**src/inc/numconv_defs.svh**
```systemverilog
`ifndef NUMCONV_DEFS_SVH
`define NUMCONV_DEFS_SVH
`define WORD_W 16
`define REAL_W 32
`define SIGN_BIT 15
`define MAG_MSB 14
`define NIB_W 4
`define NIB_COUNT 4
`define BCD_MAX_DIGIT 4'h9
`define DEC_RADIX 16'h000A
`define BIN_BCD_MAX 16'h270F
`define MAG_MAX 16'h7FFF
`define TC_MIN 16'h8000
`define REAL_SIGN 31
`define EXP_MSB 30
`define EXP_LSB 23
`define FRAC_MSB 22
`define EXP_BIAS 8'h7F
`define EXP_BIAS_MAX 8'h8E
`define OCT_DIGIT_W 3
`define OCT_COUNT 6
`define ZERO16 16'h0000
`define ZERO32 32'h00000000
`define ONE16 16'h0001
`endif

```
**src/inc/numconv_pkg.sv**
```systemverilog
package numconv_pkg;
	typedef enum logic [3:0] {
		OP_NONE = 4'h0,
		OP_BCD_TO_BIN = 4'h1,
		OP_BIN_TO_BCD = 4'h2,
		OP_BIN_TO_REAL = 4'h3,
		OP_SM_TO_TC = 4'h4,
		OP_TC_TO_SM = 4'h5,
		OP_NEGATE_TC = 4'h6,
		OP_BIN_TO_OCT = 4'h7,
		OP_CHECK_BCD = 4'h8,
		OP_DEFAULT_VIEW = 4'h9
	} op_type;
endpackage

```
**src/design/number_format_converter.sv**
```systemverilog
`timescale 1ns/10ps
`default_nettype none
`include "numconv_defs.svh"
module number_format_converter
	import numconv_pkg::*;
(
	// Clock and reset.
	input wire logic CORE_CLK_I,
	input wire logic RST_I,
	// Request.
	input wire logic REQ_I,
	input wire op_type OP_I,
	input wire logic [`WORD_W-1:0] DATA_I,
	input wire logic VIEW_BIN_I,
	// Result.
	output logic VALID_O,
	output logic [`REAL_W-1:0] RESULT_O,
	output logic INVALID_DIGIT_O,
	output logic OVERFLOW_O,
	output logic DONE_O
);
	typedef struct packed {
		logic valid;
		logic [`REAL_W-1:0] result;
		logic invalid_digit;
		logic overflow;
		logic done;
	} state_type;

	state_type state_reg;
	state_type state_next;

	function automatic logic bcd_bad(input logic [`WORD_W-1:0] w);
		logic bad;
		bad = 1'b0;
		for (int i = 0; i < `NIB_COUNT; i++) begin
			if (w[i*`NIB_W +: `NIB_W] > `BCD_MAX_DIGIT) begin
				bad = 1'b1;
			end
		end
		return bad;
	endfunction

	// Horner accumulation keeps this to shifts and adds; the accumulated value never exceeds 9999.
	function automatic logic [`WORD_W-1:0] bcd_to_bin(input logic [`WORD_W-1:0] w);
		logic [`WORD_W-1:0] acc;
		acc = `ZERO16;
		for (int i = `NIB_COUNT-1; i >= 0; i--) begin
			acc = 16'((acc << 3) + (acc << 1) + {12'h000, w[i*`NIB_W +: `NIB_W]});
		end
		return acc;
	endfunction

	// Double-dabble: shift in one binary bit at a time, adjust each digit above four.
	function automatic logic [`WORD_W-1:0] bin_to_bcd(input logic [`WORD_W-1:0] v);
		logic [`WORD_W-1:0] bcd;
		bcd = `ZERO16;
		for (int b = `WORD_W-1; b >= 0; b--) begin
			for (int d = 0; d < `NIB_COUNT; d++) begin
				if (bcd[d*`NIB_W +: `NIB_W] > 4'h4) begin
					bcd[d*`NIB_W +: `NIB_W] = 4'(bcd[d*`NIB_W +: `NIB_W] + 4'h3);
				end
			end
			bcd = {bcd[`WORD_W-2:0], v[b]};
		end
		return bcd;
	endfunction

	function automatic logic [`WORD_W-1:0] negate_tc(input logic [`WORD_W-1:0] v);
		return 16'(~v + `ONE16);
	endfunction

	// Exact conversion: sixteen bits always fit the twenty-three bit fraction.
	function automatic logic [`REAL_W-1:0] bin_to_real(input logic [`WORD_W-1:0] v);
		logic [`REAL_W-1:0] r;
		logic [`WORD_W-1:0] norm;
		logic [7:0] exp;
		r = `ZERO32;
		norm = v;
		exp = `EXP_BIAS_MAX;
		if (v != `ZERO16) begin
			for (int i = 0; i < `WORD_W; i++) begin
				if (!norm[`WORD_W-1]) begin
					norm = norm << 1;
					exp = 8'(exp - 8'h01);
				end
			end
			r[`REAL_SIGN] = 1'b0;
			r[`EXP_MSB:`EXP_LSB] = exp;
			r[`FRAC_MSB -: `WORD_W-1] = norm[`WORD_W-2:0];
		end
		return r;
	endfunction

	function automatic logic [`REAL_W-1:0] bin_to_oct(input logic [`WORD_W-1:0] v);
		logic [`REAL_W-1:0] o;
		logic [`OCT_DIGIT_W*`OCT_COUNT-1:0] ext;
		o = `ZERO32;
		ext = {2'b00, v};
		for (int i = 0; i < `OCT_COUNT; i++) begin
			o[i*`NIB_W +: `NIB_W] = {1'b0, ext[i*`OCT_DIGIT_W +: `OCT_DIGIT_W]};
		end
		return o;
	endfunction

	always_comb begin
		state_next = state_reg;
		state_next.valid = 1'b0;
		state_next.done = 1'b0;
		if (REQ_I) begin
			state_next.done = 1'b1;
			state_next.valid = 1'b1;
			state_next.invalid_digit = 1'b0;
			state_next.overflow = 1'b0;
			state_next.result = `ZERO32;
			unique case (OP_I)
				OP_BCD_TO_BIN: begin
					if (bcd_bad(DATA_I)) begin
						state_next.invalid_digit = 1'b1;
						state_next.valid = 1'b0;
					end else begin
						state_next.result = {16'h0000, bcd_to_bin(DATA_I)};
					end
				end
				OP_BIN_TO_BCD: begin
					if (DATA_I > `BIN_BCD_MAX) begin
						state_next.overflow = 1'b1;
						state_next.valid = 1'b0;
					end else begin
						state_next.result = {16'h0000, bin_to_bcd(DATA_I)};
					end
				end
				OP_BIN_TO_REAL: begin
					state_next.result = bin_to_real(DATA_I);
				end
				OP_SM_TO_TC: begin
					// Negative zero in sign-magnitude maps to plain zero.
					if (DATA_I[`SIGN_BIT]) begin
						state_next.result = {16'h0000, negate_tc({1'b0, DATA_I[`MAG_MSB:0]})};
					end else begin
						state_next.result = {16'h0000, DATA_I};
					end
				end
				OP_TC_TO_SM: begin
					if (DATA_I == `TC_MIN) begin
						state_next.overflow = 1'b1;
						state_next.valid = 1'b0;
					end else if (DATA_I[`SIGN_BIT]) begin
						state_next.result = {16'h0000, 1'b1, 15'(negate_tc(DATA_I))};
					end else begin
						state_next.result = {16'h0000, DATA_I};
					end
				end
				OP_NEGATE_TC: begin
					if (DATA_I == `TC_MIN) begin
						state_next.overflow = 1'b1;
						state_next.valid = 1'b0;
					end else begin
						state_next.result = {16'h0000, negate_tc(DATA_I)};
					end
				end
				OP_BIN_TO_OCT: begin
					state_next.result = bin_to_oct(DATA_I);
				end
				OP_CHECK_BCD: begin
					// A word with a bad digit is refused like any other, so no stale echo reaches the reader.
					if (bcd_bad(DATA_I)) begin
						state_next.invalid_digit = 1'b1;
						state_next.valid = 1'b0;
					end else begin
						state_next.result = {16'h0000, DATA_I};
					end
				end
				OP_DEFAULT_VIEW: begin
					// Timer and counter words are stored as BCD; binary view decodes them.
					if (!VIEW_BIN_I) begin
						state_next.result = {16'h0000, DATA_I};
					end else if (bcd_bad(DATA_I)) begin
						state_next.invalid_digit = 1'b1;
						state_next.valid = 1'b0;
					end else begin
						state_next.result = {16'h0000, bcd_to_bin(DATA_I)};
					end
				end
				default: begin
					state_next.valid = 1'b0;
				end
			endcase
		end
	end

	always_ff @(posedge CORE_CLK_I) begin
		if (RST_I) begin
			state_reg <= '0;
		end else begin
			state_reg <= state_next;
		end
	end

	assign VALID_O = state_reg.valid;
	assign RESULT_O = state_reg.result;
	assign INVALID_DIGIT_O = state_reg.invalid_digit;
	assign OVERFLOW_O = state_reg.overflow;
	assign DONE_O = state_reg.done;
endmodule
`default_nettype wire

```
**config.mk**
```make
export PLATFORM = sky130hd
export DESIGN_NAME = number_format_converter
export DESIGN_NICKNAME = d
export VERILOG_FILES = /design/src/inc/numconv_pkg.sv /design/src/design/number_format_converter.sv
export VERILOG_INCLUDE_DIRS = /design/src /design/src/inc
export SDC_FILE = /design/constraint.sdc
export NUM_CORES = 1
export LEC_CHECK = 0
export ABC_CLOCK_PERIOD_IN_PS = 11950
export BUFFER_PORTS_ARGS = -buffer_cell sky130_fd_sc_hd__buf_2
export CAP_MARGIN = 20
export CORE_UTILIZATION = 47
export CTS_CLUSTER_DIAMETER = 150
export CTS_CLUSTER_SIZE = 40
export DETAILED_ROUTE_END_ITERATION = 12
export PLACE_DENSITY = 0.68
export SLEW_MARGIN = 20
export SYNTH_ARGS = -nofsm -noshare
export SYNTH_HDL_FRONTEND = slang
export SYNTH_SLANG_ARGS = --single-unit
```
**constraint.sdc**
```tcl
create_clock -name CORE_CLK_I -period 11.95 [get_ports CORE_CLK_I]
set_input_delay 1.195 -clock CORE_CLK_I [delete_from_list [all_inputs] [get_ports CORE_CLK_I]]
set_output_delay 1.195 -clock CORE_CLK_I [all_outputs]
set_load 0.01 [all_outputs]
```
### Word-level counts from Yosys, hierarchy flattened

Index checks and enable logic that the tools add are counted.

| storage, ports and cells | value |
|---|---|
| flip-flop bits (word level) | 36 |
| latch bits | 0 |
| RAM bits | 0 |
| bits in read-only memories | 0 |
| input port bits | 24 |
| output and inout port bits | 36 |
| logic and storage cells | 402 |
| memories | 0 |

| operators by class | value |
|---|---|
| add/sub/neg operators | 57 |
| $mul | 0 |
| divide/modulo/power cells | 0 |
| $lt $le $gt $ge | 39 |
| eq/ne operators | 10 |
| shift operators | 0 |
| mux-type cells | 284 |
| bitwise operators | 3 |
| reductions and logical operators | 4 |

Operators by type and width:

| cell | number |
|---|---|
| $mux 16 | 68 |
| $mux 8 | 60 |
| $mux 4 | 111 |
| $pmux 32 s9 | 1 |
| $gt 4x3->1 const B | 30 |
| $sub 8x1->8 const B | 15 |
| $add 4x2->4 const B | 27 |
| $mux 3 | 13 |
| $add 16x1->16 const B | 2 |
| $mux 32 | 1 |
| $mux 1 | 24 |
| $mux 23 | 1 |
| $add 16x15->16 | 1 |
| $add 16x4->16 | 1 |
| $eq 16x16->1 const B | 1 |
| $eq 4x3->1 const B | 4 |
| $gt 16x14->1 const B | 1 |
| $gt 4x4->1 const B | 4 |
| $not 15->16 | 1 |
| $not 16->16 | 1 |
| $reduce_bool 16->1 | 1 |
| $mux 15 | 1 |
| $add 13x4->14 | 1 |
| $add 12x10->13 | 1 |
| 15 further kinds | 26 |

### Depth between registers and ports, before layout

Gate-level depths: netlist of run 1.

| depth | value |
|---|---|
| depth after elaboration | 78 |
| gate-level depth with buffers | 45 |
| mapped depth without buffers | 43 |

### Worst setup path after synthesis of run 1

OpenSTA, ideal clock, no wires.

| path | value |
|---|---|
| kind | input to register |
| start point | input DATA_I[14] |
| end point | register state_reg (netlist bit RESULT_O[9]) |
| setup time | 0.122 ns |
| arrival | 9.117 ns |
| required time | 11.828 ns |
| slack | 2.711 ns |
| cell stages on the path | 39 |
| cell sequence | clkbuf_1 clkbuf_1 inv_1 ha_1 ha_1 clkbuf_1 nand2b_1 a2111oi_2 a211oi_2 and3_1 buf_2 o311ai_1 o221ai_1 or4_1 clkbuf_1 a21oi_1 mux2i_1 o211a_1 [3 not listed] o32ai_1 a22o_1 o41ai_1 or2_2 mux2_2 nor4_1 nor2_1 ha_1 buf_1 inv_1 o311a_1 a211oi_1 o21a_1 or2_2 ha_1 a21oi_1 nor4_1 a221o_1 |

| on the way | value |
|---|---|
| longest elaborated chain between the ends | 64 |
| elaborated cells between the ends (all ways) | 247 |

RTL lines:

| element | RTL line | RTL |
|---|---|---|
| start, declared | number_format_converter.sv:13 | `` input wire logic [`WORD_W-1:0] DATA_I, `` |
| $add 3x2->4 or $gt 3x3->1 (tied branches) | number_format_converter.sv:61, number_format_converter.sv:60 |  |
| $mux 4 | number_format_converter.sv:60 | `` if (bcd[d*`NIB_W +: `NIB_W] > 4'h4) begin `` |
| $mux 4 | number_format_converter.sv:126 | `` if (DATA_I > `BIN_BCD_MAX) begin `` |
| $mux 4 | number_format_converter.sv:116 | `unique case (OP_I)` |
| $mux 4 | number_format_converter.sv:110 | `if (REQ_I) begin` |
| $add 4x2->4 or $gt 4x3->1 (tied branches) | number_format_converter.sv:61, number_format_converter.sv:60 |  |
| $mux 4 | number_format_converter.sv:60 |  |
| $mux 4 | number_format_converter.sv:126 |  |
| [48 not listed] | - |  |
| $mux 4 | number_format_converter.sv:60 |  |
| $mux 4 | number_format_converter.sv:126 |  |
| $mux 4 | number_format_converter.sv:116 |  |
| $mux 4 | number_format_converter.sv:110 |  |
| $add 4x2->4 or $gt 4x3->1 (tied branches) | number_format_converter.sv:61, number_format_converter.sv:60 |  |
| $mux 4 | number_format_converter.sv:60 |  |
| $mux 16 | number_format_converter.sv:126 |  |
| $pmux 32 s9 * | number_format_converter.sv:116 |  |
| end signal, assigned | number_format_converter.sv:196 | `state_reg <= state_next;` |
| end, declared | number_format_converter.sv:30 | `state_type state_reg;` |

Every way passes the cells marked *; elsewhere a longest branch is shown, timed or not. The select of a mux whose other input is x is not followed.
A chain may end at the register's enable or synchronous reset.

### Final worst setup path of run 1

| path | value |
|---|---|
| start point | input DATA_I[13] |
| end point | register state_reg (netlist bit RESULT_O[5]) |

| on the way | value |
|---|---|
| longest elaborated chain between the ends | 64 |
| elaborated cells between the ends (all ways) | 154 |

RTL lines:

| element | RTL line |
|---|---|
| $add 3x2->4 or $gt 3x3->1 (tied branches) | number_format_converter.sv:61, number_format_converter.sv:60 |
| $mux 4 | number_format_converter.sv:60 |
| $mux 4 | number_format_converter.sv:126 |
| $mux 4 | number_format_converter.sv:116 |
| $mux 4 | number_format_converter.sv:110 |
| $add 4x2->4 or $gt 4x3->1 (tied branches) | number_format_converter.sv:61, number_format_converter.sv:60 |
| $mux 4 | number_format_converter.sv:60 |
| $mux 4 | number_format_converter.sv:126 |
| [48 not listed] | - |
| $mux 4 | number_format_converter.sv:60 |
| $mux 4 | number_format_converter.sv:126 |
| $mux 4 | number_format_converter.sv:116 |
| $mux 4 | number_format_converter.sv:110 |
| $gt 4x3->1 or $add 4x2->4 (tied branches) | number_format_converter.sv:60, number_format_converter.sv:61 |
| $mux 4 | number_format_converter.sv:60 |
| $mux 16 | number_format_converter.sv:126 |
| $pmux 32 s9 * | number_format_converter.sv:116 |

Marked as above.

==> impl_metrics.ini, run 1 <==
[run_status]
status = finished, final reports clean

[sta]
skew_ns = 0
slew_headroom = 0.2961
finalMaxSlewViolations = 0
fin_crit_ns = 10.72
rsz0062_at_grt = false
fin_setup_tns_ns = 0
finalSetupViolCount = 0
max_freq_ghz = 0.09324
hold_viol = 0
min_period_over_period = 0.8975
worst_pin_slew_ns = 1.047
fin_ws_ns = 1.225

[synthesis]
syn-cell-area_um2 = 11300
synth_edf_count = 0
yosysSeqAreaShare = 0.06202
synth_top_area_cell = ha_1
synth.distinct_cells = 107
avgSynthCellArea_um2 = 6.876
ys_ff_latch = 35
synthFlopType = dfxtp_1
yosysWarnings = 0
synth_top_cell_area_share = 0.1030
async_flop_share = 0
synth.top_cells.by_area = ha_1, dfxtp_1, a21oi_1, nand2_1, nor2_1
netlist_instances = 1643

[power]
power.density_nw_per_um2 = 232.8
switching_share = 0.5785
power.switching_mw = 1.593
leakage_nw = 4.643
p_int_mw = 1.161
combPwrFrac = 0.900
p_clk_frac = 0.055
p_seq_frac = 0.044
vdd_drop_max_mv = 0.3152

[die]
rows = 56
die_area_um2 = 24660
fp.coreArea_um2 = 23540
start_util = 0.4799
die_height_um = 157.0
die-width_um = 157.0
io_pins = 60

[setup_path]
worstSetupPathType = input port to flip-flop
path_max_fanout = 21
worst_setup_path_end_kind = flip-flop
cpPeakStageDelay_ns = 0.68
r2r_slack_ns = 10.24
required_ns = 12.14
crit_family = compound AO/OA/AOI/OAI gates
worstPathArrival_ns = 10.92
crit_buf_inv = 3
worstReg2RegStart = RESULT_O[9]
cp-start-kind = input port
crit_top_cell = ha_1
timing.rr.end = RESULT_O[9]
crit_slowest_cell = nor2_1
ff2ff_path_depth = 4

[placed_design]
dp_slack_ns = 1.210
port_buffers = 58
gp_congestion = 0.9498
dp_hpwl_mm = 27.73
dpl_cell_area_um2 = 11650

[cts]
postCtsResizedCells = 0
htree_levels = 2
clock_latency_ns = 0.29
cts_root_buffer = clkbuf_16
clock_path_buffers = 2
cts_setup_buffers = 0
hold_buffers = 0
cts.sinks = 35
cts_tree = done
path_clk_slew_ns = 0.06
cts_made_buffers = 5

[flow_run]
drv_cap = 0

[layout]
fill_cells = 2427
multi_input_area_um2 = 9899
fin_area_um2 = 11830
num_antenna_cells = 0
area_delta_synth_final_pct = 4.718
layout.nets = 1744
seq_area_um2 = 700.7
drive_above_1_share = 0.09803
final_util = 0.5025

[detailed_routing]
route.detailed.wl_per_inst_um = 18.94
wirelength_mm = 36.76
num_vias = 12945
firstDrtPassIters = 7
drt-vias-per-instance = 6.669
drt_iter0_markers = 1516
drcViolationCount = 0
ant_nets = 0

[global_route]
grt_pass1_wl_mm = 59.26
grt_use_total = 0.2910
antenna_found_initial = 0
grt.overflow.total = 0
grt_pass1_vias = 11611
grt_max_degree = 43

[worst_hold_path]
holdPathStages = 2
hold_path_end = RESULT_O[11]
hp-start = RESULT_O[11]
hp-class = flip-flop to flip-flop
sequential cells by signal (all words and copies together), names as in the netlist:
signal           count
OVERFLOW_O           1
RESULT_O            31
DONE_O               1
VALID_O              1
INVALID_DIGIT_O      1
worst max-delay path by stage:
stage | slack, ns | from | cells after the start | end
floorplan | 2.71 | DATA_I[14] | 39 | RESULT_O[9]
global placement | 1.66 | DATA_I[13] | 35 | RESULT_O[5]
detailed placement | 1.21 | DATA_I[13] | 35 | RESULT_O[5]
CTS | 1.46 | DATA_I[13] | 35 | RESULT_O[5]
global route | 0.29 | DATA_I[13] | 35 | RESULT_O[5]
finish | 1.23 | DATA_I[13] | 35 | RESULT_O[5]
Yosys cell counts (27+ instances only):
library cell    n
dfxtp_1        35
clkbuf_1       66
nor4_1         27
nor3_1         48
xnor2_1        55
o211ai_1       32
o21ai_0        92
mux2i_1        38
inv_1          68
nand3_1        61
nand2_1       151
nor2_1        145
ha_1           93
a21oi_1       121
cell usage in the layout (no fill, tap or decap), types with 11 or more instances in the layout:
master,n
nand4_1,18
o22ai_1,19
nor2_1,145
a221o_1,11
xnor2_1,54
o211ai_1,32
a21o_1,19
or3_1,16
and3_1,17
nand3_1,61
o21ai_0,92
a211oi_1,17
o2111ai_1,11
xor2_1,22
buf_4,15
a31oi_1,23
mux2i_1,38
buf_2,58
a21oi_1,121
nor4_1,27
mux2_2,13
a22oi_1,19
ha_1,93
nand2_1,151
and2_1,23
nor2b_1,19
o31ai_1,19
o21a_1,18
nor3_1,48
inv_1,68
nand2b_1,16
a32oi_1,15
o21bai_1,12
o21ai_1,13
dfxtp_1,35
routing by layer:
layer | GRT usage | part of all wire | up-vias | wire (µm)
met5 | 0 | 0 | - | 0
met3 | 0.03111 | 0.083 | 69 | 3043
met4 | 0.08137 | 0.022 | 0 | 821
li1 | - | - | 6238 | -
met2 | 0.4715 | 0.45 | 625 | 16450
met1 | 0.4053 | 0.45 | 6013 | 16440
worst reg2reg max path: cells and delay by family (launching register included):
family,cells,cell delay [ns]
flip-flops,1,0.36
AO/OA/AOI/OAI,4,1.24
power groups by stage:
stage	clock network, mW	registers, mW	logic [mW]
2_1_floorplan	0	0.126	1.94
3_3_place_gp	0	0.125	2.37
3_5_place_dp	0	0.125	2.41
4_1_cts	0.153	0.122	2.43
5_1_grt	0.157	0.123	2.72
6_report	0.152	0.122	2.48
cell families after synthesis:
kind of cell             count (synthesis)  synth area share
AO/OA/AOI/OAI                          603            0.3842
AND/OR/NAND/NOR                        596            0.2610
buffers and inverters                  173           0.06302
adder cells (fa/ha/maj)                102            0.1164
XOR/XNOR                                80           0.06402
multiplexers                            53           0.04895
flip-flops                              35           0.06202
other                                    1         0.0003319
layout make-up:
cell class | count | area share
Multi-Input combinational cell | 1437 | 0.8368
Tap cell | 319 | 0.03374
Timing Repair Buffer | 73 | 0.03406
Inverter | 69 | 0.02189
Clock buffer | 5 | 0.01058
Sequential cell | 35 | 0.05923
Clock inverter | 3 | 0.003702
through the flow:
step / hold WS, ns / instances / power [mW]
2_1_floorplan: 0.4707 / 1645 / 2.062
3_3_place_gp: 0.4387 / 1933 / 2.497
3_5_place_dp: 0.4425 / 1933 / 2.533
4_1_cts: 0.4593 / 1941 / 2.707
5_1_grt: 0.4933 / 1941 / 3.005
6_report: 0.4541 / 1941 / 2.754
Power figures use the tool's default switching activity.
==> run 2: changes to the inputs <==
--- a/config.mk
+++ b/config.mk
@@ -13,8 +13,9 @@
 export CTS_CLUSTER_DIAMETER = 150
 export CTS_CLUSTER_SIZE = 40
 export DETAILED_ROUTE_END_ITERATION = 12
-export PLACE_DENSITY = 0.68
+export PLACE_DENSITY = 0.75
 export SLEW_MARGIN = 20
 export SYNTH_ARGS = -nofsm -noshare
 export SYNTH_HDL_FRONTEND = slang
 export SYNTH_SLANG_ARGS = --single-unit
+export TNS_END_PERCENT = 20
==> run 2 against run 1 <==
  * Setup slack better by 0.085 ns
  * Non-clock buffer count fell by 5
  * Global-route usage shrank 1.5 points
  * Register-to-register slack improved by 0.03 ns
  * Hold slack improved by 0.0072 ns
  * Largest power group unchanged
==> impl_metrics.ini, run 2 (synthesis results as in run 1) <==
[global_route]
grt_pass1_vias = 11677
grt_use_total = 0.2765
grt_max_degree = 48
antenna_found_initial = 2
grt_pass1_wl_mm = 56.78
grt.overflow.total = 0

[setup_path]
r2r_slack_ns = 10.27
cpPeakStageDelay_ns = 0.83
critPathCapture = RESULT_O[5]
startpoint = DATA_I[14]
cp-start-kind = input port
worstReg2RegStart = RESULT_O[9]
worstSetupPathType = input port to flip-flop
required_ns = 12.14
path_max_fanout = 32
worstPathArrival_ns = 10.83
timing.rr.end = RESULT_O[9]
crit_top_cell = ha_1
crit_slowest_cell = a32oi_1
ff2ff_path_depth = 4
worst_setup_path_end_kind = flip-flop

[run_status]
status = finished, final reports clean

[cts]
cts_root_buffer = clkbuf_16
cts_setup_buffers = 0
clock_latency_ns = 0.27
clock_path_buffers = 2
cts_made_buffers = 5
cts_tree = done
postCtsResizedCells = 0
hold_buffers = 0
htree_levels = 2
path_clk_slew_ns = 0.05
cts.sinks = 35

[die]
die_area_um2 = 24660
die-width_um = 157.0
rows = 56
fp.coreArea_um2 = 23540
start_util = 0.4799
die_height_um = 157.0
io_pins = 60

[sta]
max_freq_ghz = 0.09399
finalSetupViolCount = 0
finalMaxSlewViolations = 0
fin_ws_ns = 1.310
slew_headroom = 0.3438
fin_crit_ns = 10.64
min_period_over_period = 0.8903
worst_pin_slew_ns = 0.9832
skew_ns = 0
rsz0062_at_grt = false
hold_viol = 0
fin_setup_tns_ns = 0

[flow_run]
drv_cap = 0

[detailed_routing]
maxUsedRoutingLayer = met4
drt-vias-per-instance = 6.694
drt_iter0_markers = 1353
ant_nets = 0
route.detailed.wl_per_inst_um = 18.29
wl_met1_mm = 14.91
firstDrtPassIters = 6
drcViolationCount = 0
dr_wl_met3_mm = 2.540
num_vias = 12967
route.met2.wl_mm = 16.86
wirelength_mm = 35.43

[placed_design]
port_buffers = 58
gp_congestion = 0.9517
dp_slack_ns = 1.301
dp_hpwl_mm = 26.81

[layout]
layout.nets = 1739
layout_common_cells = nand2_1, nor2_1, a21oi_1
seq_area_um2 = 700.7
drive_above_1_share = 0.09406
final_common_cell = nand2_1
multi_input_area_um2 = 9892
largest_reg_flops = 31
fill_cells = 2372
area_delta_synth_final_pct = 4.142

[power]
leakage_nw = 4.601
vdd_drop_max_mv = 0.2600
power.density_nw_per_um2 = 229.2

[worst_hold_path]
hp-class = flip-flop to flip-flop
-- run 2: changes by cell type in the layout (fill, tap and decap cells not counted), sizes merged --
cell	previous run	this run
clkinv	3	2
diode	0	2
bufinv	1	0
clkbuf	5	6
buf	73	68
-- run 2: worst max-delay path: cells and delay by family --
kind,cells,cell delay (ns)
adders and majority gates,7,2.08
and+or+nand+nor,8,1.96
xor gates and xnor gates,1,0.17
AOI/OAI and AO/OA,15,4.30
buffers and inverters,3,0.89
muxes,1,0.22
-- run 2: how the worst min path moves through the flow --
stage	endpoint	from	slack, ns	cells after the start
after floorplan	RESULT_O[11]	RESULT_O[11]	0.47	2
after global placement	RESULT_O[11]	RESULT_O[11]	0.45	2
after detailed placement	RESULT_O[22]	RESULT_O[22]	0.46	2
after CTS	RESULT_O[22]	RESULT_O[22]	0.46	2
after global routing	RESULT_O[21]	RESULT_O[21]	0.49	2
final	RESULT_O[22]	RESULT_O[22]	0.46	2
-- run 2: metrics by stage --
stage	instances	cell area [µm²]	utilization	hold slack [ns]	power (mW)
after floorplan	1645	11300	-	0.4707	2.062
after global placement	1928	11620	0.4934	0.4450	2.442
after detailed placement	1928	11620	0.4934	0.4557	2.503
after CTS	1935	11760	0.4995	0.4638	2.645
after global routing	1937	11770	0.4997	0.4868	2.943
final	1937	11770	0.4997	0.4613	2.696
-- run 2: area by class of cell --
cell class | count | share of cell area
multi-input combinational | 1437 | 0.8408
antenna | 2 | 0.0004254
clock buffer | 6 | 0.01180
clock inverter | 1 | 0.0004254
timing repair buffer | 68 | 0.03105
inverter | 69 | 0.02201
sequential | 35 | 0.05956
tap | 319 | 0.03393
-- run 2: where the power goes --
| part | total, mW | internal [mW] | switching, mW |
|---|---|---|---|
| Sequential | 0.122 | 0.120 | 0.00224 |
| Combinational | 2.45 | 0.942 | 1.50 |
| Clock | 0.127 | 0.0812 | 0.0462 |
| Total | 2.70 | 1.14 | 1.55 |
-- run 2: layer usage --
| metal | vias up | track usage |
|---|---|---|
| met5 | - | 0 |
| met1 | 6067 | 0.3484 |
| met4 | 0 | 0.1100 |
| met3 | 90 | 0.03442 |
| li1 | 6230 | - |
| met2 | 580 | 0.4758 |
